<file path="src/flash_seq_pkg.sv">
// Summary of operation
// command 03h erases block named by high pointer
// erase: low ptr 00h, compares set by software
// command 04h blank checks pointer-to-compare range
// blank check: low ptr 00h, low compare ffh
// command 05h writes one byte at pointers
// byte write programs the write buffer value
// software clears status before each operation
// halt launches command, holds cpu, then resumes
// status bit 1 verify, bit 2 protect error
// status zero means normal termination
// software kicks watchdog with ach before halt
// after failed write, erase block and rewrite
// a5h then 01h, feh, 01h enters self-program mode
// status bit 0 flags a broken unlock sequence
// a5h then 00h, ffh, 00h returns to normal
// flash commands on halt only in self-program mode
package flash_seq_pkg;
  localparam logic [7:0] CMD_NONE = 8'h00;
  localparam logic [7:0] CMD_ERASE = 8'h03;
  localparam logic [7:0] CMD_BLANK = 8'h04;
  localparam logic [7:0] CMD_WRITE = 8'h05;
  localparam logic [7:0] PROT_KEY = 8'ha5;
  localparam logic [7:0] MODE_SELF = 8'h01;
  localparam logic [7:0] MODE_NORMAL = 8'h00;
  localparam logic [7:0] ERASED_BYTE = 8'hff;
  localparam int SEQ_ERR_BIT = 0;
  localparam int VERIFY_ERR_BIT = 1;
  localparam int PROTECT_ERR_BIT = 2;
  localparam logic [7:0] STATUS_RESET = 8'h00;
  localparam logic [7:0] REG_RESET = 8'h00;
  // register select codes of the cpu-side write port
  localparam logic [3:0] SEL_CMD = 4'h0;
  localparam logic [3:0] SEL_APH = 4'h1;
  localparam logic [3:0] SEL_APL = 4'h2;
  localparam logic [3:0] SEL_CMPH = 4'h3;
  localparam logic [3:0] SEL_CMPL = 4'h4;
  localparam logic [3:0] SEL_WBUF = 4'h5;
  localparam logic [3:0] SEL_STAT = 4'h6;
  localparam logic [3:0] SEL_PCMD = 4'h7;
  localparam logic [3:0] SEL_PMC = 4'h8;
endpackage

</file>
<file path="src/flash_self_program_sequencer.sv">
`timescale 1ns/1ps
// flash self-programming command sequencer
// the cpu loads command, pointers and write data, then halts;
// halt in self-programming mode starts the array operation
// and the cpu stays held until the result is in the status
module flash_self_program_sequencer
  import flash_seq_pkg::*;
#(
  parameter int ADDR_W = 16 // flash byte address width (block, offset)
) (
  input wire logic core_clk_i,
  input wire logic rst_n_i,
  // cpu side: register writes and halt
  input wire logic reg_wr_i, // cpu register write strobe
  input wire logic [3:0] reg_sel_i, // register select
  input wire logic [7:0] reg_wdata_i, // register write data
  input wire logic halt_i, // cpu executes halt (pulse)
  // array side and protection settings
  input wire logic [7:0] blk_protected_i, // per-block-group protect, from protect byte
  input wire logic [7:0] flash_rdata_i, // array read data
  input wire logic flash_done_i, // array operation complete (pulse)
  input wire logic flash_fail_i, // array reports verify failure with done
  // status, mode and cpu control
  output logic [7:0] flash_status_reg_o, // status register
  output logic [7:0] flash_command_reg_o, // command register
  output logic self_mode_o, // self-programming mode
  output logic cpu_hold_o, // holds the cpu while high
  output logic resume_o, // pulse: cpu resumes after halt
  // array requests
  output logic flash_erase_o, // pulse: erase block
  output logic flash_prog_o, // pulse: program byte
  output logic flash_rd_o, // pulse: read byte for blank check
  output logic [ADDR_W-1:0] flash_addr_o, // array address
  output logic [7:0] flash_wdata_o // array write data
);
  // one-hot command states:
  //   idle  - registers writable, waiting for halt
  //   issue - protection check, then one array pulse
  //   wait  - erase or program running in the array
  //   blank - one read per done until the compare address
  //   done  - release the cpu with a resume pulse
  typedef enum logic [4:0] {
    S_IDLE = 5'b00001,
    S_ISSUE = 5'b00010,
    S_WAIT = 5'b00100,
    S_BLANK = 5'b01000,
    S_DONE = 5'b10000
  } sstate_t;
  // all sequencer state in one word: the cpu-visible registers,
  // the array request pulses and the latched address and data;
  // the pulses are cleared every cycle in the next-state logic
  typedef struct packed {
    sstate_t st;
    logic [7:0] cmd;
    logic [7:0] aph;
    logic [7:0] apl;
    logic [7:0] cmph;
    logic [7:0] cmpl;
    logic [7:0] wbuf;
    logic [7:0] stat;
    logic hold;
    logic resume;
    logic erase;
    logic prog;
    logic rd;
    logic [ADDR_W-1:0] addr;
    logic [7:0] wdata;
  } seq_t;
  // registered state and its next value
  seq_t s;
  seq_t next_s;
  // signals from the unlock checker and the protect lookup
  logic self_mode; // from unlock checker
  logic seq_err; // broken sequence pulse
  logic prot_hit; // target block is protected

  ////////////////////////////////////////////////////////////////
  // unlock sequence checker
  // it watches every register write, busy or not, and owns
  // the self-programming mode flag
  mode_unlock u_unlock (
    .core_clk_i(core_clk_i),
    .rst_n_i(rst_n_i),
    .wr_i(reg_wr_i),
    .sel_i(reg_sel_i),
    .data_i(reg_wdata_i),
    .self_mode_o(self_mode),
    .seq_err_o(seq_err)
  );

  // protection lookup on the block group of the high pointer;
  // only the low three bits pick a group, so blocks that differ
  // above bit 2 share one protect bit
  // (a user who needs finer protection must widen this input)
  assign prot_hit = blk_protected_i[s.aph[2:0]];

  ////////////////////////////////////////////////////////////////
  // register writes and the command state machine
  // cpu register writes land only while idle; while busy the
  // cpu is held, so a write then would be a software error
  always_comb begin
    next_s = s;
    // request pulses last exactly one cycle
    next_s.resume = 1'b0;
    next_s.erase = 1'b0;
    next_s.prog = 1'b0;
    next_s.rd = 1'b0;
    // cpu writes (cpu is stalled while busy, so no conflict)
    // the status write keeps only the three flag bits
    if (reg_wr_i && s.st == S_IDLE) begin
      case (reg_sel_i)
        SEL_CMD: next_s.cmd = reg_wdata_i;
        SEL_APH: next_s.aph = reg_wdata_i;
        SEL_APL: next_s.apl = reg_wdata_i;
        SEL_CMPH: next_s.cmph = reg_wdata_i;
        SEL_CMPL: next_s.cmpl = reg_wdata_i;
        SEL_WBUF: next_s.wbuf = reg_wdata_i;
        SEL_STAT: next_s.stat = reg_wdata_i & 8'h07;
        default: ;
      endcase
    end
    // a broken unlock sequence sets bit 0 one cycle after it
    // set wins over a clear in the same cycle
    if (seq_err) begin
      next_s.stat[SEQ_ERR_BIT] = 1'b1;
    end
    case (s.st)
      S_IDLE: begin
        // launch only in self mode on a known command
        // address and data are latched here so that nothing
        // written later can disturb a running operation
        if (halt_i && self_mode && (s.cmd == CMD_ERASE || s.cmd == CMD_BLANK ||
            s.cmd == CMD_WRITE)) begin
          next_s.hold = 1'b1;
          next_s.addr = ADDR_W'({s.aph, s.apl});
          next_s.wdata = s.wbuf;
          next_s.st = S_ISSUE;
        end else if (halt_i) begin
          next_s.resume = 1'b1; // ordinary halt release
        end
      end
      S_ISSUE: begin
        // a protected block gets no array pulse at all;
        // blank check only reads, so it skips the protection test
        if (prot_hit && s.cmd != CMD_BLANK) begin
          next_s.stat[PROTECT_ERR_BIT] = 1'b1;
          next_s.st = S_DONE;
        end else if (s.cmd == CMD_ERASE) begin
          next_s.erase = 1'b1;
          next_s.st = S_WAIT;
        end else if (s.cmd == CMD_WRITE) begin
          next_s.prog = 1'b1;
          next_s.st = S_WAIT;
        end else begin
          next_s.rd = 1'b1;
          next_s.st = S_BLANK;
        end
      end
      S_WAIT: begin
        // the array reports a verify failure together with done
        if (flash_done_i) begin
          if (flash_fail_i) begin
            next_s.stat[VERIFY_ERR_BIT] = 1'b1;
          end
          next_s.st = S_DONE;
        end
      end
      S_BLANK: begin
        // each read is answered by one done with its data;
        // the first byte that is not erased ends the check
        if (flash_done_i) begin
          if (flash_rdata_i != ERASED_BYTE) begin
            next_s.stat[VERIFY_ERR_BIT] = 1'b1;
            next_s.st = S_DONE;
          end else if (s.addr == ADDR_W'({s.cmph, s.cmpl})) begin
            next_s.st = S_DONE; // range end reached
          end else begin
            next_s.addr = s.addr + ADDR_W'(1);
            next_s.rd = 1'b1;
          end
        end
      end
      S_DONE: begin
        // status left untouched: zero means success
        // hold drops in the same cycle as the resume pulse
        next_s.hold = 1'b0;
        next_s.resume = 1'b1;
        next_s.st = S_IDLE;
      end
      default: begin
        // an illegal state code falls back to idle
        next_s.st = S_IDLE;
      end
    endcase
  end

  // state register
  // reset clears every register, flag and request pulse
  always_ff @(posedge core_clk_i or negedge rst_n_i) begin
    if (!rst_n_i) begin
      // asynchronous reset loads constants only
      s <= '{st: S_IDLE, cmd: REG_RESET, aph: REG_RESET, apl: REG_RESET,
             cmph: REG_RESET, cmpl: REG_RESET, wbuf: REG_RESET,
             stat: STATUS_RESET, hold: 1'b0, resume: 1'b0, erase: 1'b0,
             prog: 1'b0, rd: 1'b0, addr: '0, wdata: 8'h00};
    end else begin
      s <= next_s;
    end
  end

  ////////////////////////////////////////////////////////////////
  // outputs straight from state
  // every output is a register bit, so no combinational path
  // reaches the pins of the block
  assign flash_status_reg_o = s.stat;
  assign flash_command_reg_o = s.cmd;
  assign self_mode_o = self_mode;
  assign cpu_hold_o = s.hold;
  assign resume_o = s.resume;
  assign flash_erase_o = s.erase;
  assign flash_prog_o = s.prog;
  assign flash_rd_o = s.rd;
  assign flash_addr_o = s.addr;
  assign flash_wdata_o = s.wdata;
endmodule

</file>
<file path="src/mode_unlock.sv">
`timescale 1ns/1ps
// protected mode-change sequence checker
module mode_unlock
  import flash_seq_pkg::*;
(
  input wire logic core_clk_i,
  input wire logic rst_n_i,
  input wire logic wr_i, // one-cycle write strobe
  input wire logic [3:0] sel_i, // register select
  input wire logic [7:0] data_i, // write data
  output logic self_mode_o, // self-programming mode active
  output logic seq_err_o // one-cycle pulse on a broken sequence
);
  typedef enum logic [3:0] {
    U_IDLE = 4'b0001,
    U_KEY = 4'b0010,
    U_INV = 4'b0100,
    U_LAST = 4'b1000
  } ustate_t;
  typedef struct packed {
    ustate_t st;
    logic [7:0] val;
    logic mode;
    logic err;
  } ulk_t;
  ulk_t s;
  ulk_t next_s;

  ////////////////////////////////////////////////////////////////
  // sequence: key, value, inverse, value; only the last one counts
  always_comb begin
    next_s = s;
    next_s.err = 1'b0;
    if (wr_i) begin
      case (s.st)
        U_IDLE: begin
          if (sel_i == SEL_PCMD && data_i == PROT_KEY) begin
            next_s.st = U_KEY;
          end else if (sel_i == SEL_PMC) begin
            next_s.err = 1'b1;
          end
        end
        U_KEY: begin
          if (sel_i == SEL_PMC) begin
            next_s.val = data_i;
            next_s.st = U_INV;
          end else begin
            next_s.err = 1'b1;
            next_s.st = U_IDLE;
          end
        end
        U_INV: begin
          if (sel_i == SEL_PMC && data_i == ~s.val) begin
            next_s.st = U_LAST;
          end else begin
            next_s.err = 1'b1;
            next_s.st = U_IDLE;
          end
        end
        U_LAST: begin
          next_s.st = U_IDLE;
          if (sel_i == SEL_PMC && data_i == s.val &&
              (data_i == MODE_SELF || data_i == MODE_NORMAL)) begin
            next_s.mode = (data_i == MODE_SELF);
          end else begin
            next_s.err = 1'b1;
          end
        end
        default: begin
          next_s.st = U_IDLE;
        end
      endcase
    end
  end

  // state register
  always_ff @(posedge core_clk_i or negedge rst_n_i) begin
    if (!rst_n_i) begin
      s <= '{st: U_IDLE, val: 8'h00, mode: 1'b0, err: 1'b0};
    end else begin
      s <= next_s;
    end
  end

  assign self_mode_o = s.mode;
  assign seq_err_o = s.err;
endmodule

</file>
<file path="config.mk">
export PLATFORM = sky130hd
export DESIGN_NAME = flash_self_program_sequencer
export DESIGN_NICKNAME = d
export VERILOG_FILES = /design/src/flash_seq_pkg.sv /design/src/flash_self_program_sequencer.sv /design/src/mode_unlock.sv
export SDC_FILE = /design/constraint.sdc
export NUM_CORES = 1
export LEC_CHECK = 0
export BUFFER_PORTS_ARGS = -buffer_cell sky130_fd_sc_hd__buf_2
export CAP_MARGIN = 10
export CORE_MARGIN = 4
export CORE_UTILIZATION = 62
export CTS_CLUSTER_DIAMETER = 60
export DETAILED_ROUTE_END_ITERATION = 8
export GPL_TIMING_DRIVEN = 0
export PLACE_DENSITY = 0.83
export REMOVE_ABC_BUFFERS = 1
export SLEW_MARGIN = 20
export SYNTH_ARGS = -nofsm -noshare
export SYNTH_HDL_FRONTEND = slang
export SYNTH_SLANG_ARGS = --single-unit
</file>
<file path="constraint.sdc">
create_clock -name core_clk_i -period 4.8 [get_ports core_clk_i]
set_input_delay 0.96 -clock core_clk_i [delete_from_list [all_inputs] [get_ports core_clk_i]]
set_output_delay 0.96 -clock core_clk_i [all_outputs]
set_load 0.01 [all_outputs]
</file>
==> flow_summary.toml <==
[status]
status = "completed"

[synthesis]
synth_warnings = 0
synth_largest_area_cell = "dfrtp_1"
ys_types = 62
synth_area_leaders = "dfrtp_1 (46%), mux2_2 (11%), buf_4 (5.6%), nand2_1 (3.9%), xor2_1 (3.8%)"
yosysSeqAreaShare_pct = 46.5
yosys.area.top_type_share_pct = 45.5
yosysMostFrequentCell = "dfrtp_1"
synth_commonest_cells = "dfrtp_1 (97), nand2_1 (56), mux2_2 (53)"
synth_edf_count = 0
synthArstFlopShare_pct = 100
synthFlopType = "dfrtp_1"
synth.ff_latch_count = 99
synthCells = 511
syn_area_sq_um = 5330
syn_avg_cell_area_sq_um = 10.4

[setup_path]
rr_startpoint = "s[87]$_DFFE_PN0P_"
r2r_setup_slack_ns = 1.80
crit_fanout = 23
cp.required_ns = 5.06
r2r_cells = 6
path_class = "flop to flop"
crit_chain = "or3_1 -> nor3b_2 -> nand3_2 -> inv_2 -> a21oi_4 -> a211o_1"
critPathCaptureType = "flop"
start_kind = "flop"
r2r-end = "flash_addr_o[15]$_DFFE_PN0P_"
slowest_delay_ns = 0.55
cpMaxStageDelayCell = "inv_2"
arrival_ns = 3.25

[timing]
finalSetupViolations = 0
tns_ns = 0
rsz0062_at_grt = "false"
hold_viol = 0
slew_headroom_pct = 55.7
post-route-period-util_pct = 62.4
period_needed_ns = 3.00
finalClockSkew_ns = 0.0155
slew_viol_final = 0
worst_pin_slew_ns = 0.658
fin_ws_ns = 1.80
fmax_ghz = 0.334
holdWs_ns = 0.448

[cells_and_area]
final_area_sq_um = 5700
drive_gt1_share_pct = 30.4
postLayoutCoreUtil_pct = 68.7
area_growth_pct = 6.90
antenna_cells = 0
nets = 570
num-fill-cells = 612

[clocking]
clock-sinks = 99
cts_buffer_depth = 2
clkSlewWorstSetupHoldPaths_ns = 0.10
cts_hold_buf = 0
htreeDepth = 3
cts_buffers = 9
cts_tree = "yes"
cts_resized = 0
post_cts_buffers = 0
ctsRootBufferMaster = "clkbuf_8"
insertion_delay_ns = 0.36

[die]
start_util_pct = 64.2
boundaryPins = 80
die_w_um = 101
dieArea_sq_um = 10100
row_count = 33
fp.coreArea_sq_um = 8300
fp.dieH_um = 101

[route]
dr.first_iter.drc_count = 286
via_per_inst = 6.39
antenna_left = 0
vias = 4120
routed_wl_mm = 12.3
drc_errors = 0
post_drt_wl_per_cell_um = 19.0
first_pass_iters = 7

[grt]
grt_max_degree = 66
grt_overflow = 0
grt_pass1_wl_mm = 19.7
globalRouteTotalUtil_pct = 24.9
antenna_found_initial = 0
grt_pass1_vias = 3994

[pwr]
powerDensity_nw_per_um2 = 328
vdd_drop_max_mv = 0.246
p_leak_uw = 0.00271

[place]
postPlaceCellArea_sq_um = 5470
gp_congestion = 0.888
port_buffers = 74
dp_hpwl_mm = 8.75
dp_slack_ns = 1.84

[worst_hold_path]
worstHoldPathType = "flop to flop"
min_from = "u_unlock.seq_err_o$_DFF_PN0_"
whs_path_depth = 1
whs_endpoint = "flash_status_reg_o[0]$_DFFE_PN0P_"

[flow_run]
maxCapViolCount = 0
layout by cell type, fill, tap and decap left out, types with 5 or more instances in the layout:
| cell type | Yosys | routed |
|---|---|---|
| nand4_1 | 18 | 18 |
| nor3_1 | 12 | 11 |
| inv_1 | 13 | 13 |
| mux2_2 | 53 | 53 |
| dfrtp_1 | 97 | 97 |
| xor2_1 | 23 | 23 |
| a211o_1 | 6 | 6 |
| o21ai_0 | 14 | 14 |
| nor2_1 | 19 | 19 |
| buf_2 | 4 | 73 |
| nor4_1 | 14 | 14 |
| a21oi_1 | 10 | 10 |
| clkbuf_8 | 0 | 10 |
| nand3_1 | 12 | 12 |
| o2bb2ai_1 | 5 | 5 |
| a211oi_1 | 5 | 5 |
| nand2_1 | 56 | 56 |
| nand3b_1 | 6 | 6 |
| conb_1 | 1 | 5 |
flip-flops by register name, summed over array words and instances, names as in the netlist:
name / cells
u_unlock.s: 12
u_unlock.self_mode_o: 1
flash_wdata_o: 8
flash_addr_o: 16
flash_command_reg_o: 8
resume_o: 1
flash_erase_o: 1
flash_rd_o: 1
flash_status_reg_o: 3
flash_prog_o: 1
u_unlock.seq_err_o: 1
s: 45
cpu_hold_o: 1
worst max path at each step:
stage	start	endpoint	slack, ns	cells after the start
after floorplan	halt_i	flash_addr_o[7]$_DFFE_PN0P_	2.33	5
after global placement	halt_i	flash_addr_o[7]$_DFFE_PN0P_	1.69	6
after detailed placement	halt_i	flash_addr_o[15]$_DFFE_PN0P_	1.84	7
after CTS	s[87]$_DFFE_PN0P_	flash_addr_o[15]$_DFFE_PN0P_	1.86	6
after global routing	s[87]$_DFFE_PN0P_	flash_addr_o[10]$_DFFE_PN0P_	1.66	6
final	s[87]$_DFFE_PN0P_	flash_addr_o[15]$_DFFE_PN0P_	1.80	6
logic make-up (layout without fill, tap and decap cells):
logic type                 count (synthesis)  in the layout  share of synthesized area [%]
and+or+nand+nor                          168            168                           16.8
other                                      1              5                         0.0704
adders and majority gates                  1              1                          0.235
xor gates and xnor gates                  26             26                           4.27
muxes                                     58             58                           12.6
DFF                                       99             99                           46.5
buffers and inverters                     81            106                           8.90
AOI/OAI and AO/OA                         77             77                           10.6
metal layers:
layer / track usage [%] / part of all wire, %
met1: 33.6 / 40
met2: 40.6 / 50
met3: 3.74 / 8.2
met4: 10.2 / 2.2
met5: 0 / 0
area by class of cell:
cell class / count / area (sq um) / area share [%]
Timing Repair Buffer: 76 / 412 / 7.22
Clock inverter: 5 / 85.1 / 1.49
Inverter: 14 / 52.6 / 0.922
Clock buffer: 11 / 141 / 2.48
Multi-Input combinational cell: 335 / 2400 / 42.1
Tap cell: 105 / 131 / 2.31
Sequential cell: 99 / 2480 / 43.5
worst max-delay path: cells and delay by family, from the launching register on:
| family | cells | cell delay, ns |
|---|---|---|
| simple gates | 3 | 1.41 |
| buf+inv | 1 | 0.55 |
| compound gates | 2 | 0.47 |
| flops | 1 | 0.44 |
power breakdown:
group / switching [uW] / internal (uW) / total, uW
Combinational: 125 / 136 / 260
Sequential: 78.1 / 934 / 1010
Clock: 286 / 311 / 597
stage by stage:
step	std cells	power, uW
3_5_place_dp	629	1290
4_1_cts	645	1880
5_1_grt	645	1950
2_1_floorplan	448	1170
6_report	645	1870
3_3_place_gp	627	1270
No activity file was read; power rests on OpenSTA's default activity.
